**src/hw/serial_defs.vh**
```
// Constants for the two-channel serial controller: port addresses,
// command codes, register indices, control field bit positions and vector codes.
// Assumes a byte-wide host port with full 24-bit byte addresses.
`ifndef SERIAL_DEFS_VH
`define SERIAL_DEFS_VH

// ==========================================================
// Host port addresses
`define CH0_DATA_ADDR 24'hc21001
`define CH0_CTRL_ADDR 24'hc21005
`define CH_STRIDE 24'h000002

// ==========================================================
// Control register 0 command codes, bits 5-3
`define CMD_NULL 3'h0
`define CMD_RST_EXT 3'h2
`define CMD_CHAN_RST 3'h3
`define CMD_RST_TXIP 3'h5
`define CMD_ERR_RST 3'h6

// ==========================================================
// Register indices and field positions
`define WR_INT_CTRL 3'h1
`define WR_VECTOR 3'h2
`define WR_PARITY 3'h4
`define SAV_BIT 2
`define TXIE_BIT 1
`define EXTIE_BIT 0
`define PAR_EN_BIT 0
`define RR_STATUS0 3'h0
`define RR_STATUS1 3'h1
`define RR_VECTOR 3'h2

// ==========================================================
// Vector source codes (channel 0 adds bit 2)
`define SRC_TX 2'h0
`define SRC_EXT 2'h1
`define SRC_RX 2'h2
`define SRC_SP 2'h3
`define RX_DEPTH 2'h3
`define RXM_NO_PARITY 2'h3

`endif

```
**src/hw/serial_ctrl_vector_status.v**
```verilog
// Two-channel serial controller core: control/data ports, receive buffer,
// latched error and external status, interrupt vector generation.
// Character assembly happens outside on mclk; line status pins are async.
`timescale 1ns/1ps
`include "serial_defs.vh"

module serial_ctrl_vector_status (
  input wire mclk,
  input wire rst_n,
  input wire [23:0] host_addr,
  input wire host_wr,
  input wire host_rd,
  input wire [7:0] host_wdata,
  output reg [7:0] host_rdata,
  input wire [1:0] rx_valid,
  input wire [7:0] rx_data0,
  input wire [7:0] rx_data1,
  input wire [1:0] rx_parity_err,
  input wire [1:0] rx_framing_err,
  input wire [1:0] line_break,
  input wire [1:0] cts,
  input wire [1:0] dcd,
  output wire [1:0] tx_valid,
  output reg [7:0] tx_data0,
  output reg [7:0] tx_data1,
  input wire [1:0] tx_ready,
  output reg int_req,
  output reg [7:0] int_vector
);

  // ==========================================================
  // Address decode
  // Returns {hit, channel, is_control}
  function [2:0] port_sel;
    input [23:0] a;
    begin
      if (a == `CH0_DATA_ADDR)
        port_sel = 3'h4;
      else if (a == `CH0_CTRL_ADDR)
        port_sel = 3'h5;
      else if (a == `CH0_DATA_ADDR + `CH_STRIDE)
        port_sel = 3'h6;
      else if (a == `CH0_CTRL_ADDR + `CH_STRIDE)
        port_sel = 3'h7;
      else
        port_sel = 3'h0;
    end
  endfunction

  wire [2:0] sel = port_sel(host_addr);
  reg [1:0] ctl_wr, ctl_rd, dat_wr, dat_rd;
  // Each process keeps its own loop index, so no variable has two drivers
  integer c, k, m, n;

  // Strobes per channel
  always @* begin
    for (m = 0; m < 2; m = m + 1) begin
      ctl_wr[m] = host_wr && sel[2] && (sel[1] == m) && sel[0];
      ctl_rd[m] = host_rd && sel[2] && (sel[1] == m) && sel[0];
      dat_wr[m] = host_wr && sel[2] && (sel[1] == m) && !sel[0];
      dat_rd[m] = host_rd && sel[2] && (sel[1] == m) && !sel[0];
    end
  end

  // ==========================================================
  // State
  reg [7:0] wr_reg [0:15];  // Write registers, index ch*8 + pointer
  reg [7:0] rx_mem [0:5];   // Receive buffer, ch*3 + slot, slot 0 oldest
  reg [2:0] ptr_reg [0:1];
  reg [1:0] cnt_reg [0:1];
  reg [2:0] err_reg [0:1];  // {framing, overrun, parity}
  reg [2:0] snap_reg [0:1]; // {break, cts, dcd}
  reg [1:0] chg_reg, ext_ip_reg, tx_ip_reg, hold_full_reg;
  reg [5:0] sync1_reg, sync2_reg; // First stage feeds only the second

  // Line status pins pass two flops
  always @(posedge mclk or negedge rst_n) begin
    if (!rst_n) begin
      sync1_reg <= 6'h00;
      sync2_reg <= 6'h00;
    end else begin
      sync1_reg <= {line_break, cts, dcd};
      sync2_reg <= sync1_reg;
    end
  end

  reg [2:0] live [0:1];
  reg [1:0] rx_mode;
  reg [2:0] cmd;
  reg [1:0] sp_ip, rx_ip;
  reg [7:0] rx_in [0:1];

  // Per-channel decode of commands and interrupt sources
  always @* begin
    rx_in[0] = rx_data0;
    rx_in[1] = rx_data1;
    for (n = 0; n < 2; n = n + 1) begin
      live[n] = {sync2_reg[4+n], sync2_reg[2+n], sync2_reg[n]};
      rx_mode = wr_reg[n*8+1][4:3];
      // Special receive whenever any receive interrupt form is on
      sp_ip[n] = (rx_mode != 2'h0) && (err_reg[n][2] || err_reg[n][1] ||
        (err_reg[n][0] && rx_mode != `RXM_NO_PARITY));
      rx_ip[n] = (rx_mode != 2'h0) && (cnt_reg[n] != 2'h0);
    end
    cmd = host_wdata[5:3];
  end

  // ==========================================================
  // Channel registers, buffer, status latches
  always @(posedge mclk or negedge rst_n) begin
    if (!rst_n) begin
      for (k = 0; k < 16; k = k + 1)
        wr_reg[k] <= 8'h00;
      for (k = 0; k < 6; k = k + 1)
        rx_mem[k] <= 8'h00;
      for (k = 0; k < 2; k = k + 1) begin
        ptr_reg[k] <= 3'h0;
        cnt_reg[k] <= 2'h0;
        err_reg[k] <= 3'h0;
        snap_reg[k] <= 3'h0;
      end
      chg_reg <= 2'h0;
      ext_ip_reg <= 2'h0;
      tx_ip_reg <= 2'h0;
      hold_full_reg <= 2'h0;
      tx_data0 <= 8'h00;
      tx_data1 <= 8'h00;
    end else begin
      for (c = 0; c < 2; c = c + 1) begin
        // Pointer walks back to zero after any pointed access
        if (ctl_wr[c] || ctl_rd[c]) begin
          if (ctl_wr[c] && ptr_reg[c] == 3'h0)
            ptr_reg[c] <= host_wdata[2:0];
          else
            ptr_reg[c] <= 3'h0;
        end
        if (ctl_wr[c] && ptr_reg[c] != 3'h0)
          wr_reg[c*8+ptr_reg[c]] <= host_wdata;

        // Receive buffer: pop on data read, push from assembler
        if (dat_rd[c] && cnt_reg[c] != 2'h0) begin
          rx_mem[c*3] <= rx_mem[c*3+1];
          rx_mem[c*3+1] <= rx_mem[c*3+2];
        end
        if (rx_valid[c] && cnt_reg[c] != `RX_DEPTH)
          rx_mem[c*3+cnt_reg[c]-(dat_rd[c] && cnt_reg[c] != 2'h0)] <=
            rx_in[c];
        else if (rx_valid[c] && dat_rd[c])
          rx_mem[c*3+2] <= rx_in[c];
        cnt_reg[c] <= cnt_reg[c]
          + {1'b0, rx_valid[c] && (cnt_reg[c] != `RX_DEPTH || dat_rd[c])}
          - {1'b0, dat_rd[c] && cnt_reg[c] != 2'h0};

        // New errors win over an error reset in the same cycle
        err_reg[c] <= (err_reg[c] & {3{!(ctl_wr[c] && ptr_reg[c] == 3'h0
            && cmd == `CMD_ERR_RST)}})
          | {rx_valid[c] && rx_framing_err[c],
             rx_valid[c] && cnt_reg[c] == `RX_DEPTH && !dat_rd[c],
             rx_valid[c] && rx_parity_err[c]
               && wr_reg[c*8+`WR_PARITY][`PAR_EN_BIT]};

        // External status: follow live lines until a change freezes them
        if (ctl_wr[c] && ptr_reg[c] == 3'h0 && cmd == `CMD_RST_EXT) begin
          snap_reg[c] <= live[c];
          chg_reg[c] <= 1'b0;
          ext_ip_reg[c] <= 1'b0;
        end else if (!chg_reg[c] && live[c] != snap_reg[c]) begin
          snap_reg[c] <= live[c];
          chg_reg[c] <= 1'b1;
          ext_ip_reg[c] <= wr_reg[c*8+1][`EXTIE_BIT];
        end

        // Transmit holding byte; going empty raises transmit interrupt
        if (dat_wr[c]) begin
          hold_full_reg[c] <= 1'b1;
          if (c == 0)
            tx_data0 <= host_wdata;
          else
            tx_data1 <= host_wdata;
        end else if (hold_full_reg[c] && tx_ready[c])
          hold_full_reg[c] <= 1'b0;
        if (hold_full_reg[c] && tx_ready[c] && !dat_wr[c])
          tx_ip_reg[c] <= tx_ip_reg[c] | wr_reg[c*8+1][`TXIE_BIT];
        else if (dat_wr[c] || (ctl_wr[c] && ptr_reg[c] == 3'h0
            && cmd == `CMD_RST_TXIP))
          tx_ip_reg[c] <= 1'b0;

        // Channel reset clears write registers (not channel 1's vector), count, errors, transmit and external pending; latest write wins
        if (ctl_wr[c] && ptr_reg[c] == 3'h0 && cmd == `CMD_CHAN_RST) begin
          for (k = 1; k < 8; k = k + 1)
            if (c == 0 || k != `WR_VECTOR)
              wr_reg[c*8+k] <= 8'h00;
          cnt_reg[c] <= 2'h0;
          err_reg[c] <= 3'h0;
          tx_ip_reg[c] <= 1'b0;
          ext_ip_reg[c] <= 1'b0;
          hold_full_reg[c] <= 1'b0;
        end
      end
    end
  end

  assign tx_valid = hold_full_reg;

  // ==========================================================
  // Vector selection; base and mode live in channel 1 registers
  reg [7:0] vec_next;
  reg pend;
  reg [2:0] code;
  always @* begin
    pend = 1'b1;
    // Channel 0 first, then special, receive, transmit, external
    if (sp_ip[0])
      code = {1'b1, `SRC_SP};
    else if (rx_ip[0])
      code = {1'b1, `SRC_RX};
    else if (tx_ip_reg[0])
      code = {1'b1, `SRC_TX};
    else if (ext_ip_reg[0])
      code = {1'b1, `SRC_EXT};
    else if (sp_ip[1])
      code = {1'b0, `SRC_SP};
    else if (rx_ip[1])
      code = {1'b0, `SRC_RX};
    else if (tx_ip_reg[1])
      code = {1'b0, `SRC_TX};
    else if (ext_ip_reg[1]) begin
      code = {1'b0, `SRC_EXT};
    end else begin
      code = 3'h0;
      pend = 1'b0;
    end
    if (wr_reg[8+`WR_INT_CTRL][`SAV_BIT])
      vec_next = {wr_reg[8+`WR_VECTOR][7:4], code,
        wr_reg[8+`WR_VECTOR][0]};
    else
      vec_next = wr_reg[8+`WR_VECTOR];
  end

  // Registered vector and request
  always @(posedge mclk or negedge rst_n) begin
    if (!rst_n) begin
      int_vector <= 8'h00;
      int_req <= 1'b0;
    end else begin
      int_vector <= vec_next;
      int_req <= pend;
    end
  end

  // ==========================================================
  // Read data, one cycle after the strobe; unmapped reads give zero
  reg [7:0] rd_next;
  reg [0:0] chs;
  always @* begin
    chs = sel[1];
    rd_next = 8'h00;
    if (sel[2] && !sel[0])
      rd_next = rx_mem[chs*3];
    else if (sel[2]) begin
      case (ptr_reg[chs])
        `RR_STATUS0: rd_next = {snap_reg[chs][2], 1'b0, snap_reg[chs][1],
          1'b0, snap_reg[chs][0], !hold_full_reg[chs],
          pend && chs == 1'b0, cnt_reg[chs] != 2'h0};
        `RR_STATUS1: rd_next = {1'b0, err_reg[chs], 3'h0,
          !hold_full_reg[chs]};
        `RR_VECTOR: rd_next = (chs == 1'b1) ? vec_next : 8'h00;
        default: rd_next = 8'h00;
      endcase
    end
  end

  always @(posedge mclk or negedge rst_n) begin
    if (!rst_n)
      host_rdata <= 8'h00;
    else if (host_rd)
      host_rdata <= rd_next;
  end

endmodule // serial_ctrl_vector_status

```
**config.mk**
```make
export PLATFORM = sky130hd
export DESIGN_NAME = serial_ctrl_vector_status
export DESIGN_NICKNAME = d
export VERILOG_FILES = /design/src/hw/serial_ctrl_vector_status.v
export VERILOG_INCLUDE_DIRS = /design/src /design/src/hw
export SDC_FILE = /design/constraint.sdc
export NUM_CORES = 1
export LEC_CHECK = 0
export BUFFER_PORTS_ARGS = -buffer_cell sky130_fd_sc_hd__buf_2
export CAP_MARGIN = 30
export CORE_MARGIN = 5
export CORE_UTILIZATION = 51
export CTS_CLUSTER_DIAMETER = 200
export CTS_CLUSTER_SIZE = 16
export DETAILED_ROUTE_END_ITERATION = 7
export GPL_TIMING_DRIVEN = 0
export MAX_ROUTING_LAYER = met4
export PLACE_DENSITY = 0.87
export SETUP_SLACK_MARGIN = 0.1
export SLEW_MARGIN = 15
export SYNTH_ARGS = -nofsm -noshare
export SYNTH_HDL_FRONTEND = slang
export SYNTH_SLANG_ARGS = --single-unit
```
**constraint.sdc**
```tcl
create_clock -name mclk -period 2.54 [get_ports mclk]
set_input_delay 0.508 -clock mclk [delete_from_list [all_inputs] [get_ports mclk]]
set_output_delay 0.508 -clock mclk [all_outputs]
set_load 0.05 [all_outputs]
```
==> results.py <==
metrics = {
    "outcome": {
        "status": "complete, but fails checks",
        "violations": "negative hold slack, negative setup slack",
    },
    "pwr": {
        "seqPwrFrac_pct": 37.1,
        "swShare_pct": 31.3,
        "p_int_mw": 5.63,
        "p_leak_nw": 4.20,
        "clockPowerShare_pct": 33.5,
        "ir_drop_mv": 0.511,
        "power.density_nw_per_um2": 879,
        "p_switching_mw": 2.56,
        "power_frac_comb_pct": 29.4,
    },
    "clocking": {
        "clk_pin_slew_worst_paths_ps": 60,
        "cts_max_level": 4,
        "cts-root-buf": "clkbuf_16",
        "clock-sinks": 142,
        "numCtsBuffers": 17,
        "cts_tree": "done",
        "ctsHoldBuffers": 0,
        "clk_path_buf_depth": 2,
        "clk_latency_ps": 440,
    },
    "drt": {
        "wirelength_um": 21500,
        "drtAntennaViolNets": 0,
        "drc_errors": 0,
        "drt_iter0_drc": 812,
        "routed_via_density": 6.32,
        "firstDrtPassIters": 5,
        "vias": 6209,
        "routedWlPerCell_um": 21.9,
    },
    "layout": {
        "num_antenna_cells": 0,
        "drive_gt1_share_pct": 37.5,
        "syn2layout_area_growth_pct": 32.2,
        "largest_register_ffs": 48,
        "fillers": 926,
        "final_util_pct": 67.9,
        "final_cells": 983,
        "nets": 866,
    },
    "critical_path": {
        "reg2reg_slack_ps": -70,
        "timing.rr.start": "cnt_reg[0]",
        "cp_max_fo": 4,
        "critPathKind": "primary input to flop",
        "cp.required_ps": 2840,
        "startpoint_type": "primary input",
        "r2r_cells": 10,
        "arrival_ps": 3180,
        "r2r-end": "rx_mem[43]",
        "cp-end-kind": "flop",
    },
    "sta": {
        "whs_ps": -14.9,
        "fin_tns_setup_ps": -4670,
        "slew_viol_final": 0,
        "finalCritPeriodShare_pct": 113,
        "finalHoldViolCount": 18,
        "grt_setup_unrepaired": "yes",
        "worst_slack_ps": -337,
        "maxSlewHeadroom_pct": 44.5,
        "setup_viol": 32,
        "fmax_mhz": 348,
        "clock_skew_ps": 10.4,
        "layout_min_cycle_time_ps": 2880,
        "tightest_slew_ps": 827,
    },
    "die": {
        "die-width_um": 128,
        "start_util_pct": 51.4,
        "ios": 101,
        "num_rows": 43,
        "dieArea_um2": 16300,
        "core_area_um2": 13700,
        "fp.dieH_um": 128,
    },
    "grt": {
        "antenna_found_initial": 0,
        "grt_max_degree": 89,
        "grt_pass1_wl_um": 31500,
        "grt.total_usage_pct": 25.6,
        "overflow": 0,
        "grt_pass1_vias": 5950,
    },
    "worst_hold_path": {
        "hp-class": "primary input to asynchronous set/reset pin",
    },
    "synth": {
        "synthCells": 641,
        "synth.distinct_cells": 67,
        "async_flop_share_pct": 100,
        "ys_seq_area_share_pct": 50.4,
        "ys.flop_type": "dfrtp_1",
        "ys_seq_elements": 142,
        "avgSynthCellArea_um2": 11.0,
        "ys.warnings.count": 0,
        "syn_nets": 716,
        "synth_area_um2": 7050,
        "synth_edf_count": 0,
    },
    "placed_design": {
        "place.port_buffers": 95,
        "numPlacedInstances": 917,
        "gp_routability_congestion": 0.927,
        "dp_hpwl_um": 13200,
    },
    "job": {
        "cap_violations": 0,
    },
}
[layout by cell type, fill, tap and decap left out, types with 5 or more instances in the layout]
cell / n
a21oi_1: 21
a21oi_2: 6
a22o_1: 8
a22oi_1: 10
a22oi_2: 11
a31oi_1: 5
and3_1: 5
buf_2: 90
buf_4: 29
buf_6: 11
buf_8: 6
bufinv_16: 5
clkbuf_1: 8
clkbuf_16: 19
dfrtp_1: 140
ha_4: 5
inv_1: 17
mux2_2: 29
mux2_4: 15
mux2i_1: 57
nand2_1: 23
nand2_2: 8
nand3_1: 6
nand4_1: 6
nor2_1: 41
nor2_4: 5
nor2b_1: 8
nor3_1: 10
o21ai_0: 38
o21ai_1: 27
o21ai_2: 7
o22ai_1: 5
or3_1: 6
xor2_1: 6
[cell families (layout without fill, tap and decap cells)]
logic type / after synthesis / count (layout) / share of synthesized area (%)
simple gates: 168 / 168 / 14.1
buf+inv: 43 / 205 / 2.64
mux: 106 / 106 / 15.9
flops: 142 / 142 / 50.4
fa+ha+maj: 9 / 9 / 1.60
xor+xnor: 10 / 10 / 1.24
compound gates: 163 / 163 / 14.1
[cell type report]
type / instances / area, um2 / share of cell area [%]
buffer: 22 / 218 / 2.34
clock buffer: 18 / 429 / 4.61
clock inverter: 13 / 215 / 2.31
inverter: 20 / 75.1 / 0.806
multi-input combinational: 456 / 3710 / 39.8
sequential: 142 / 3560 / 38.2
tap: 180 / 225 / 2.42
timing repair buffer: 132 / 893 / 9.59
[synth_stat cells, types with 4 or more instances]
| cell type | number | area [um2] |
|---|---|---|
| dfrtp_1 | 142 | 3550 |
| mux2i_1 | 59 | 591 |
| o21ai_0 | 53 | 265 |
| nor2_1 | 49 | 184 |
| mux2_2 | 44 | 495 |
| nand2_1 | 32 | 120 |
| a21oi_1 | 28 | 140 |
| a22oi_1 | 21 | 158 |
| inv_1 | 19 | 71.3 |
| o21ai_1 | 18 | 90.1 |
| clkbuf_1 | 14 | 52.6 |
| nor3_1 | 12 | 60.1 |
| ha_1 | 9 | 113 |
| a22o_1 | 8 | 70.1 |
| nand3_1 | 8 | 40.0 |
| nor2b_1 | 8 | 50.1 |
| or3_1 | 7 | 43.8 |
| nand4_1 | 6 | 37.5 |
| xor2_1 | 6 | 52.6 |
| a31oi_1 | 5 | 31.3 |
| and3_1 | 5 | 31.3 |
| buf_2 | 5 | 25.0 |
| nand2b_1 | 5 | 31.3 |
| o22ai_1 | 5 | 31.3 |
| a211oi_1 | 4 | 30.0 |
| xnor2_1 | 4 | 35.0 |
[critical path: stages]
cell and delay [ps]:
buf_8 100, nor4_4 320, and4_4 300, nand3_4 100
or3_4 410, ha_4 290, and4b_1 200, clkbuf_8 140
and2_4 140, buf_4 130, clkbuf_8 140, a22oi_1 260
o21ai_1 130
[per-layer routing]
layer	up-vias	wire length, um	share of wire [%]	GRT usage [%]
met5	-	0	0	-
met3	94	2250	10	6.02
met1	3049	8270	38	33.6
met4	0	750	3.5	8.93
li1	2663	-	-	-
met2	403	10200	48	39.1
[repair_timing]
action | 4_1_cts | 5_1_grt
gates resized for setup | 40 | 52
pin swaps | 26 | 7
endpoints found under the setup margin | 51 | 61
gates cloned | 2 | 0
setup buffers | 24 | 11
[worst max path at each step]
stage / start / end / cells past startpoint
final: host_addr[4] / rx_mem[43] / 13
after detailed placement: host_addr[11] / rx_mem[46] / 13
after global placement: rst_n / rx_mem[24] / 1
after global routing: host_addr[4] / rx_mem[43] / 15
after CTS: host_addr[20] / rx_mem[47] / 15
after floorplan: host_addr[15] / rx_mem[40] / 14
[through the flow]
step | power, mW | hold WS, ps | area, um2 | setup WS (ps)
after floorplan | 4.22 | 212 | 7270 | -372
after global placement | 4.65 | 332 | 7980 | -993
after detailed placement | 4.75 | 335 | 8010 | -830
after CTS | 7.75 | 2.29 | 9050 | -127
after global routing | 8.51 | 17.2 | 9320 | -449
final | 8.19 | -14.9 | 9320 | -337
[power by group through the flow]
stage          Clock [mW]  Sequential, mW  Combinational [mW]
3_5_place_dp            0            3.02                1.72
3_3_place_gp            0            3.00                1.65
6_report             2.74            3.04                2.41
4_1_cts              2.73            2.99                2.03
5_1_grt              2.87            3.07                2.57
2_1_floorplan           0            2.92                1.31
No activity file was read; power rests on OpenSTA's default activity.
